**config.mk**
```make
export PLATFORM = sky130hd
export DESIGN_NAME = low_voltage_detect_control
export DESIGN_NICKNAME = d
export VERILOG_FILES = /design/src/lvd_pkg.sv /design/src/low_voltage_detect_control.sv /design/src/lvd_irq_flag.sv /design/src/lvd_sync2.sv
export SDC_FILE = /design/constraint.sdc
export NUM_CORES = 1
export LEC_CHECK = 0
export BUFFER_PORTS_ARGS = -buffer_cell sky130_fd_sc_hd__buf_4
export CAP_MARGIN = 20
export CORE_MARGIN = 8
export CORE_UTILIZATION = 30
export CTS_BUF_LIST = sky130_fd_sc_hd__clkbuf_8 sky130_fd_sc_hd__clkbuf_16
export DETAILED_ROUTE_END_ITERATION = 12
export GPL_ROUTABILITY_DRIVEN = 0
export SLEW_MARGIN = 25
export SYNTH_ARGS = -nofsm -noshare
export SYNTH_HDL_FRONTEND = slang
export SYNTH_HIERARCHICAL = 1
export SYNTH_SLANG_ARGS = --single-unit
```
**constraint.sdc**
```tcl
create_clock -name core_clk -period 2.9 [get_ports core_clk]
set_input_delay 0.58 -clock core_clk [delete_from_list [all_inputs] [get_ports core_clk]]
set_output_delay 0.58 -clock core_clk [all_outputs]
set_load 0.05 [all_outputs]
```
**src/lvd_pkg.sv**
```systemverilog
// Constants shared by the low-voltage detect control block.
// Assumes an 8-bit register port with 16-bit byte addresses.
`default_nettype none

package lvd_pkg;

    // ****************************************
    // Register port widths
    // ****************************************
    localparam int ADDR_W = 16;
    localparam int DATA_W = 8;
    localparam int CODE_W = 4;

    // ****************************************
    // Register offsets
    // ****************************************
    localparam logic [15:0] DETECT_CONTROL_OFFS   = 16'hffbe;
    localparam logic [15:0] THRESHOLD_SELECT_OFFS = 16'hffbf;
    localparam logic [15:0] IRQ_REQUEST_0L_OFFS   = 16'hffe0;
    localparam logic [15:0] IRQ_MASK_0L_OFFS      = 16'hffe4;
    localparam logic [15:0] RESET_CAUSE_OFFS      = 16'hffa8;

    // ****************************************
    // Field positions
    // ****************************************
    localparam int CTRL_ENABLE_POS = 7;
    localparam int CTRL_MODE_POS   = 1;
    localparam int CTRL_FLAG_POS   = 0;
    localparam int REQ_POS         = 0;
    localparam int MASK_POS        = 0;
    localparam int CAUSE_POS       = 0;

    // ****************************************
    // Reset values and code limits
    // ****************************************
    localparam logic [7:0] CTRL_RESET   = 8'h00;
    localparam logic [3:0] SELECT_RESET = 4'h0;
    localparam logic       MASK_RESET   = 1'b1;
    localparam logic [3:0] CODE_MAX     = 4'h9;

endpackage

`default_nettype wire

```
**src/low_voltage_detect_control.sv**
```systemverilog
// Control logic around a supply comparator: enable, threshold, mode,
// interrupt and internal reset generation, and reset cause recording.
// Assumes an analog comparator outside, and a system that resets its
// other logic from internal_reset while this block keeps running.
`default_nettype none

// Operation
// - Reset mode enabled: internal reset asserts while supply is below threshold.
// - Interrupt mode enabled: interrupt request rises when supply drops below threshold.
// - Enable bit, control bit 7, starts the comparator.
// - Below-threshold flag readable at control bit 0.
// - Setting reset mode with supply above threshold gives no reset.
// - External reset sets the interrupt mask.
// - Flag and request may set early; set wins over clear.
// - Threshold code holds ten levels, zero to nine; others prohibited.
// - Flag drives interrupt only with enable set and mode clear.
// - Enable and mode clear on external reset, not on low-voltage reset.
// - Low-voltage reset sets reset-cause bit 0.
module low_voltage_detect_control
    import lvd_pkg::*;
(
    input  wire logic              core_clk,
    input  wire logic              rst,
    input  wire logic [ADDR_W-1:0] addr,
    input  wire logic [DATA_W-1:0] wdata,
    input  wire logic              wr_stb,
    input  wire logic              rd_stb,
    output logic      [DATA_W-1:0] rdata,
    input  wire logic              comp_below_raw,
    output logic                   comp_enable,
    output logic      [CODE_W-1:0] comp_threshold_code,
    output logic                   internal_reset,
    output logic                   undervolt_interrupt
);

    logic              detect_enable_bit;
    logic              reset_mode_select;
    logic              below_sync;
    logic              below_threshold_flag;
    logic [CODE_W-1:0] threshold_code;
    logic              irq_source;
    logic              undervolt_irq_request;
    logic              undervolt_irq_mask;
    logic              undervolt_reset_cause;
    logic              wr_ctrl;
    logic              wr_select;
    logic              wr_req;
    logic              wr_mask;
    logic              rd_cause;
    logic [DATA_W-1:0] read_next;

    // ****************************************
    // Address decode
    // ****************************************
    function automatic logic hit(input logic [ADDR_W-1:0] a, input logic [ADDR_W-1:0] offs);
        return a == offs;
    endfunction

    assign wr_ctrl   = wr_stb & hit(addr, DETECT_CONTROL_OFFS);
    assign wr_select = wr_stb & hit(addr, THRESHOLD_SELECT_OFFS);
    assign wr_req    = wr_stb & hit(addr, IRQ_REQUEST_0L_OFFS);
    assign wr_mask   = wr_stb & hit(addr, IRQ_MASK_0L_OFFS);
    assign rd_cause  = rd_stb & hit(addr, RESET_CAUSE_OFFS);

    // ****************************************
    // Comparator input
    // ****************************************
    lvd_sync2 u_sync (
        .core_clk (core_clk),
        .rst      (rst),
        .async_in (comp_below_raw),
        .sync_out (below_sync)
    );

    // Flag reads zero while detection is off
    assign below_threshold_flag = detect_enable_bit & below_sync;

    // ****************************************
    // Control register
    // ****************************************
    // Of the two resets only the external one clears these; the block's own reset leaves them
    always_ff @(posedge core_clk) begin
        if (rst) begin
            detect_enable_bit <= CTRL_RESET[CTRL_ENABLE_POS];
            reset_mode_select <= CTRL_RESET[CTRL_MODE_POS];
        end else if (wr_ctrl) begin
            detect_enable_bit <= wdata[CTRL_ENABLE_POS];
            reset_mode_select <= wdata[CTRL_MODE_POS];
        end
    end

    // ****************************************
    // Threshold select
    // ****************************************
    // Prohibited codes are dropped so the analog side never sees them
    always_ff @(posedge core_clk) begin
        if (rst) begin
            threshold_code <= SELECT_RESET;
        end else if (wr_select && wdata[CODE_W-1:0] <= CODE_MAX) begin
            threshold_code <= wdata[CODE_W-1:0];
        end
    end

    assign comp_enable         = detect_enable_bit;
    assign comp_threshold_code = threshold_code;

    // ****************************************
    // Internal reset and interrupt source
    // ****************************************
    // Level follows the supply, so no reset if above when mode is set
    always_ff @(posedge core_clk) begin
        if (rst) begin
            internal_reset <= 1'b0;
        end else begin
            internal_reset <= detect_enable_bit & reset_mode_select & below_sync;
        end
    end

    // Flag reaches the interrupt only in interrupt mode
    assign irq_source = detect_enable_bit & ~reset_mode_select & below_sync;

    lvd_irq_flag u_irq (
        .core_clk   (core_clk),
        .rst        (rst),
        .irq_source (irq_source),
        .req_wr     (wr_req),
        .req_wdata  (wdata[REQ_POS]),
        .mask_wr    (wr_mask),
        .mask_wdata (wdata[MASK_POS]),
        .req_q      (undervolt_irq_request),
        .mask_q     (undervolt_irq_mask),
        .irq_out    (undervolt_interrupt)
    );

    // ****************************************
    // Reset cause
    // ****************************************
    // Cleared by reading; a new low-voltage reset wins over the read
    always_ff @(posedge core_clk) begin
        if (rst) begin
            undervolt_reset_cause <= 1'b0;
        end else if (internal_reset) begin
            undervolt_reset_cause <= 1'b1;
        end else if (rd_cause) begin
            undervolt_reset_cause <= 1'b0;
        end
    end

    // ****************************************
    // Read path
    // ****************************************
    always_comb begin
        read_next = '0;
        if (rd_stb) begin
            unique case (addr)
                DETECT_CONTROL_OFFS: begin
                    read_next[CTRL_ENABLE_POS] = detect_enable_bit;
                    read_next[CTRL_MODE_POS]   = reset_mode_select;
                    read_next[CTRL_FLAG_POS]   = below_threshold_flag;
                end
                THRESHOLD_SELECT_OFFS: read_next[CODE_W-1:0] = threshold_code;
                IRQ_REQUEST_0L_OFFS:   read_next[REQ_POS]    = undervolt_irq_request;
                IRQ_MASK_0L_OFFS:      read_next[MASK_POS]   = undervolt_irq_mask;
                RESET_CAUSE_OFFS:      read_next[CAUSE_POS]  = undervolt_reset_cause;
                default:               read_next = '0;
            endcase
        end
    end

    // Data stands only in the cycle after the strobe
    always_ff @(posedge core_clk) begin
        if (rst) begin
            rdata <= '0;
        end else begin
            rdata <= read_next;
        end
    end
endmodule

`default_nettype wire

```
**src/lvd_irq_flag.sv**
```systemverilog
// Undervolt interrupt request flag and its mask.
// Assumes the source is a synchronous level on core_clk.
`default_nettype none

module lvd_irq_flag (
    input  wire logic core_clk,
    input  wire logic rst,
    input  wire logic irq_source,
    input  wire logic req_wr,
    input  wire logic req_wdata,
    input  wire logic mask_wr,
    input  wire logic mask_wdata,
    output logic      req_q,
    output logic      mask_q,
    output logic      irq_out
);

    import lvd_pkg::*;

    logic source_d_reg;
    logic source_rise;

    // ****************************************
    // Request flag
    // ****************************************
    // Edge detect so a held low supply raises one request
    assign source_rise = irq_source & ~source_d_reg;

    always_ff @(posedge core_clk) begin
        if (rst) begin
            source_d_reg <= 1'b0;
        end else begin
            source_d_reg <= irq_source;
        end
    end

    // Set wins over a software clear in the same cycle
    always_ff @(posedge core_clk) begin
        if (rst) begin
            req_q <= 1'b0;
        end else if (source_rise) begin
            req_q <= 1'b1;
        end else if (req_wr) begin
            req_q <= req_wdata;
        end
    end

    // ****************************************
    // Mask flag
    // ****************************************
    always_ff @(posedge core_clk) begin
        if (rst) begin
            mask_q <= MASK_RESET;
        end else if (mask_wr) begin
            mask_q <= mask_wdata;
        end
    end

    assign irq_out = req_q & ~mask_q;

endmodule

`default_nettype wire

```
**src/lvd_sync2.sv**
```systemverilog
// Two-flop synchroniser for the comparator level.
// Assumes the input is asynchronous to core_clk.
`default_nettype none

module lvd_sync2 (
    input  wire logic core_clk,
    input  wire logic rst,
    input  wire logic async_in,
    output logic      sync_out
);

    logic meta_reg;

    // ****************************************
    // Capture chain
    // ****************************************
    // First stage feeds only the second stage
    always_ff @(posedge core_clk) begin
        if (rst) begin
            meta_reg <= 1'b0;
            sync_out <= 1'b0;
        end else begin
            meta_reg <= async_in;
            sync_out <= meta_reg;
        end
    end

endmodule

`default_nettype wire
```
==> flow_metrics.tcl <==
set metrics [dict create \
    run_status "completed" \
    post_route_cells_drive_above_1_share_pct 35.8 \
    clock_skew_ps 0.408 \
    p_leak_nw 0.475 \
    holdWs_ps 440 \
    setup_viol_count_final 0 \
    number_of_drc_markers_in_iteration_0 26 \
    irDropWorstVdd_uv 288 \
    total_die_area_um2 4810 \
    synth.ff_latch_count 18 \
    post_cts_hold_buffer_count 0 \
    final-max-slew-violation-count 0 \
    synth_flop_cell "sky130_fd_sc_hd__dfxtp_1" \
    crit-reg2reg-capture "rdata[0]$_SDFF_PP0_" \
    synthToLayoutAreaGrowth_pct 40.2 \
    initial_utilization_pct 31.2 \
    coreArea_um2 2730 \
    critical_path_required_ps 3050 \
    regMostFlops "rdata" \
    critical_path_arrival_ps 1950 \
    via_count 827 \
    source_of_the_worst_hold_timing_path "u_sync/meta_reg$_SDFF_PP0_" \
    synth_commonest_cells "sky130_fd_sc_hd__dfxtp_1, sky130_fd_sc_hd__o21ai_0, sky130_fd_sc_hd__a21oi_1" \
    cts.root.buffer_cell "sky130_fd_sc_hd__clkbuf_8" \
    syn-instance-count 97 \
    port_buffers 37 \
    global_route_overflow 0 \
    endpoint_kind "flip-flop" \
    synth_area_per_cell_um2 8.80 \
    die_extent_in_y_um 69.3 \
    post_cts_resized 0 \
    synth_edf_count 0 \
    drt_drc_violations_left 0 \
    antenna_violations_before_repair 0 \
    seq_area_frac_synth_pct 42.2 \
    synth_warnings 6 \
    io_pins 44 \
    setup.worst_path.start_class "input pin" \
    r2r_start "u_irq/req_q$_SDFFE_PP0P_" \
    min_to "u_sync/sync_out$_SDFF_PP0_" \
    postLayoutCoreUtil_pct 43.8 \
    worstRegToRegCells 4 \
    cts-htree-levels 1 \
    grt_max_degree 15 \
    synth_area_um2 853 \
    drt-total-wl_mm 2.22 \
    synth.most_common_cell "sky130_fd_sc_hd__dfxtp_1" \
    synth_largest_area_cell "sky130_fd_sc_hd__dfxtp_1" \
    cts_tree "done" \
    netlist.area_leader.share_pct 42.2 \
    place_inst 161 \
    fmax_ghz 0.555 \
    num_antenna_cells 0 \
    cts_buffer_depth 2 \
    tritoncts.num_buffers 3 \
    nets 164 \
    critical_path.max_fanout 5 \
    avgRoutedWirePerCell_um 13.5 \
    clk_latency_ps 250 \
    final_cell_count_no_fill 165 \
    placementRows 19 \
    vias_in_the_first_global_route 861 \
    cts.sink_count 18 \
    postCtsSetupRepairBufs 0 \
    worst_hold_path.num_cells 1 \
    postSynth.asyncResetShare_pct 0 \
    max_cap_violations 0 \
    rsz0062_at_grt "no" \
    post-dp-hpwl_mm 1.88 \
    timing_worst_setup_path_type "in -> reg" \
    die_width_um 69.3 \
    grt.total_usage_pct 9.64 \
    final_ant_viol_nets 0 \
    holdCritPathClass "reg -> reg" \
    post_layout_minimum_cycle_time_ps 1800 \
    ff2ff_setup_slack_ps 1850 \
    setup_tns_ps 0 \
    timing_hold_violations_final 0 \
    first_pass_grt_wire_length_mm 3.92 \
    largest_register_ffs 5 \
    detailedRoute.firstPassIterationCount 4 \
    netlist_top_cells_area "sky130_fd_sc_hd__dfxtp_1, sky130_fd_sc_hd__o21ai_0, sky130_fd_sc_hd__nand4_1" \
    number_of_different_library_cells_in_the_post_synthesis_netlist 32 \
    clk_pin_slew_worst_paths_ps 60 \
    power-per-cell-area_nw_per_um2 424 \
    post_drt_via_cell_ratio 5.01 \
    layout_worst_path_cycle_share_pct 62.1 \
]
## power by group
part | switching, mW | leakage (nW) | internal [mW] | total [mW]
logic | 0.0312 | 0.301 | 0.0277 | 0.0588
clock network | 0.0793 | 0.0288 | 0.121 | 0.200
registers | 0.000423 | 0.145 | 0.248 | 0.249
total | 0.111 | 0.475 | 0.397 | 0.508
## cell families after synthesis
logic type,share of synthesized area (%)
AO/OA/AOI/OAI,13.5
flip-flops,42.2
other,0.439
AND/OR/NAND/NOR,35.0
multiplexers,2.35
buffers and inverters,6.45
## worst max-delay path by stage
stage | slack (ps) | to | from
after global routing | 920 | u_irq/req_q$_SDFFE_PP0P_ | addr[14]
after global placement | 880 | u_irq/mask_q$_SDFFE_PP1P_ | addr[11]
final | 1100 | u_irq/mask_q$_SDFFE_PP1P_ | addr[14]
after floorplan | 1160 | u_irq/mask_q$_SDFFE_PP1P_ | addr[0]
after detailed placement | 840 | u_irq/req_q$_SDFFE_PP0P_ | addr[11]
after CTS | 1120 | u_irq/req_q$_SDFFE_PP0P_ | addr[11]
## area by class of cell
cell class	instances	area, µm²
Sequential cell	18	360
Tap cell	31	38.8
Clock buffer	4	55.1
Fill cell	277	1540
Inverter	5	18.8
Timing Repair Buffer	37	278
Multi-Input combinational cell	70	445
## worst max-delay path: stages
cell and delay, ps:
sky130_fd_sc_hd__buf_4 80, sky130_fd_sc_hd__nand4_1 220, sky130_fd_sc_hd__nor4_1 440, sky130_fd_sc_hd__nand3_1 190, sky130_fd_sc_hd__nor2_1 160, sky130_fd_sc_hd__nor2b_1 60, sky130_fd_sc_hd__a211o_1 210
## stage by stage
step | area [µm²] | worst slack, ps | total power, mW
4_1_cts | 1200 | 1120 | 0.517
3_5_place_dp | 1140 | 838 | 0.313
2_1_floorplan | 861 | 1160 | 0.282
3_3_place_gp | 1140 | 877 | 0.312
5_1_grt | 1200 | 919 | 0.530
6_report | 1200 | 1100 | 0.508
## cells in the final DEF (no fill, tap or decap)
master / Yosys / final
sky130_fd_sc_hd__nand4_2: 1 / 1
sky130_fd_sc_hd__or4_1: 1 / 1
sky130_fd_sc_hd__nand4b_2: 1 / 1
sky130_fd_sc_hd__a21oi_1: 7 / 7
sky130_fd_sc_hd__nor2_1: 5 / 5
sky130_fd_sc_hd__and2_1: 3 / 3
sky130_fd_sc_hd__nor3_1: 2 / 2
sky130_fd_sc_hd__o21ai_0: 8 / 8
sky130_fd_sc_hd__nor4_1: 2 / 2
sky130_fd_sc_hd__or4_4: 1 / 1
sky130_fd_sc_hd__o21ba_2: 1 / 1
sky130_fd_sc_hd__a211o_1: 1 / 1
sky130_fd_sc_hd__nor4b_1: 1 / 1
sky130_fd_sc_hd__inv_1: 5 / 5
sky130_fd_sc_hd__nor2b_1: 4 / 4
sky130_fd_sc_hd__nand4b_1: 1 / 1
sky130_fd_sc_hd__dfxtp_1: 18 / 18
sky130_fd_sc_hd__nand2_1: 2 / 2
sky130_fd_sc_hd__nor3b_1: 2 / 2
sky130_fd_sc_hd__nor4_2: 2 / 2
sky130_fd_sc_hd__nand2b_1: 3 / 3
sky130_fd_sc_hd__mux2i_1: 2 / 2
sky130_fd_sc_hd__and2b_2: 1 / 1
sky130_fd_sc_hd__a31oi_1: 2 / 2
sky130_fd_sc_hd__conb_1: 1 / 3
sky130_fd_sc_hd__nand3b_1: 1 / 1
sky130_fd_sc_hd__a2bb2oi_1: 1 / 1
sky130_fd_sc_hd__buf_4: 3 / 37
sky130_fd_sc_hd__nand4_1: 6 / 6
sky130_fd_sc_hd__clkbuf_8: 0 / 4
sky130_fd_sc_hd__nand3_1: 6 / 6
## metal layers
| layer | GRT usage (%) | wire length, µm | vias up |
|---|---|---|---|
| met3 | 4.43 | 167 | 3 |
| met2 | 15.6 | 1030 | 27 |
| met4 | 2.73 | 23 | 0 |
| li1 | - | - | 421 |
| met1 | 11.1 | 999 | 376 |
| met5 | 0 | 0 | - |
Note: power is estimated with default switching activity, not from simulation.
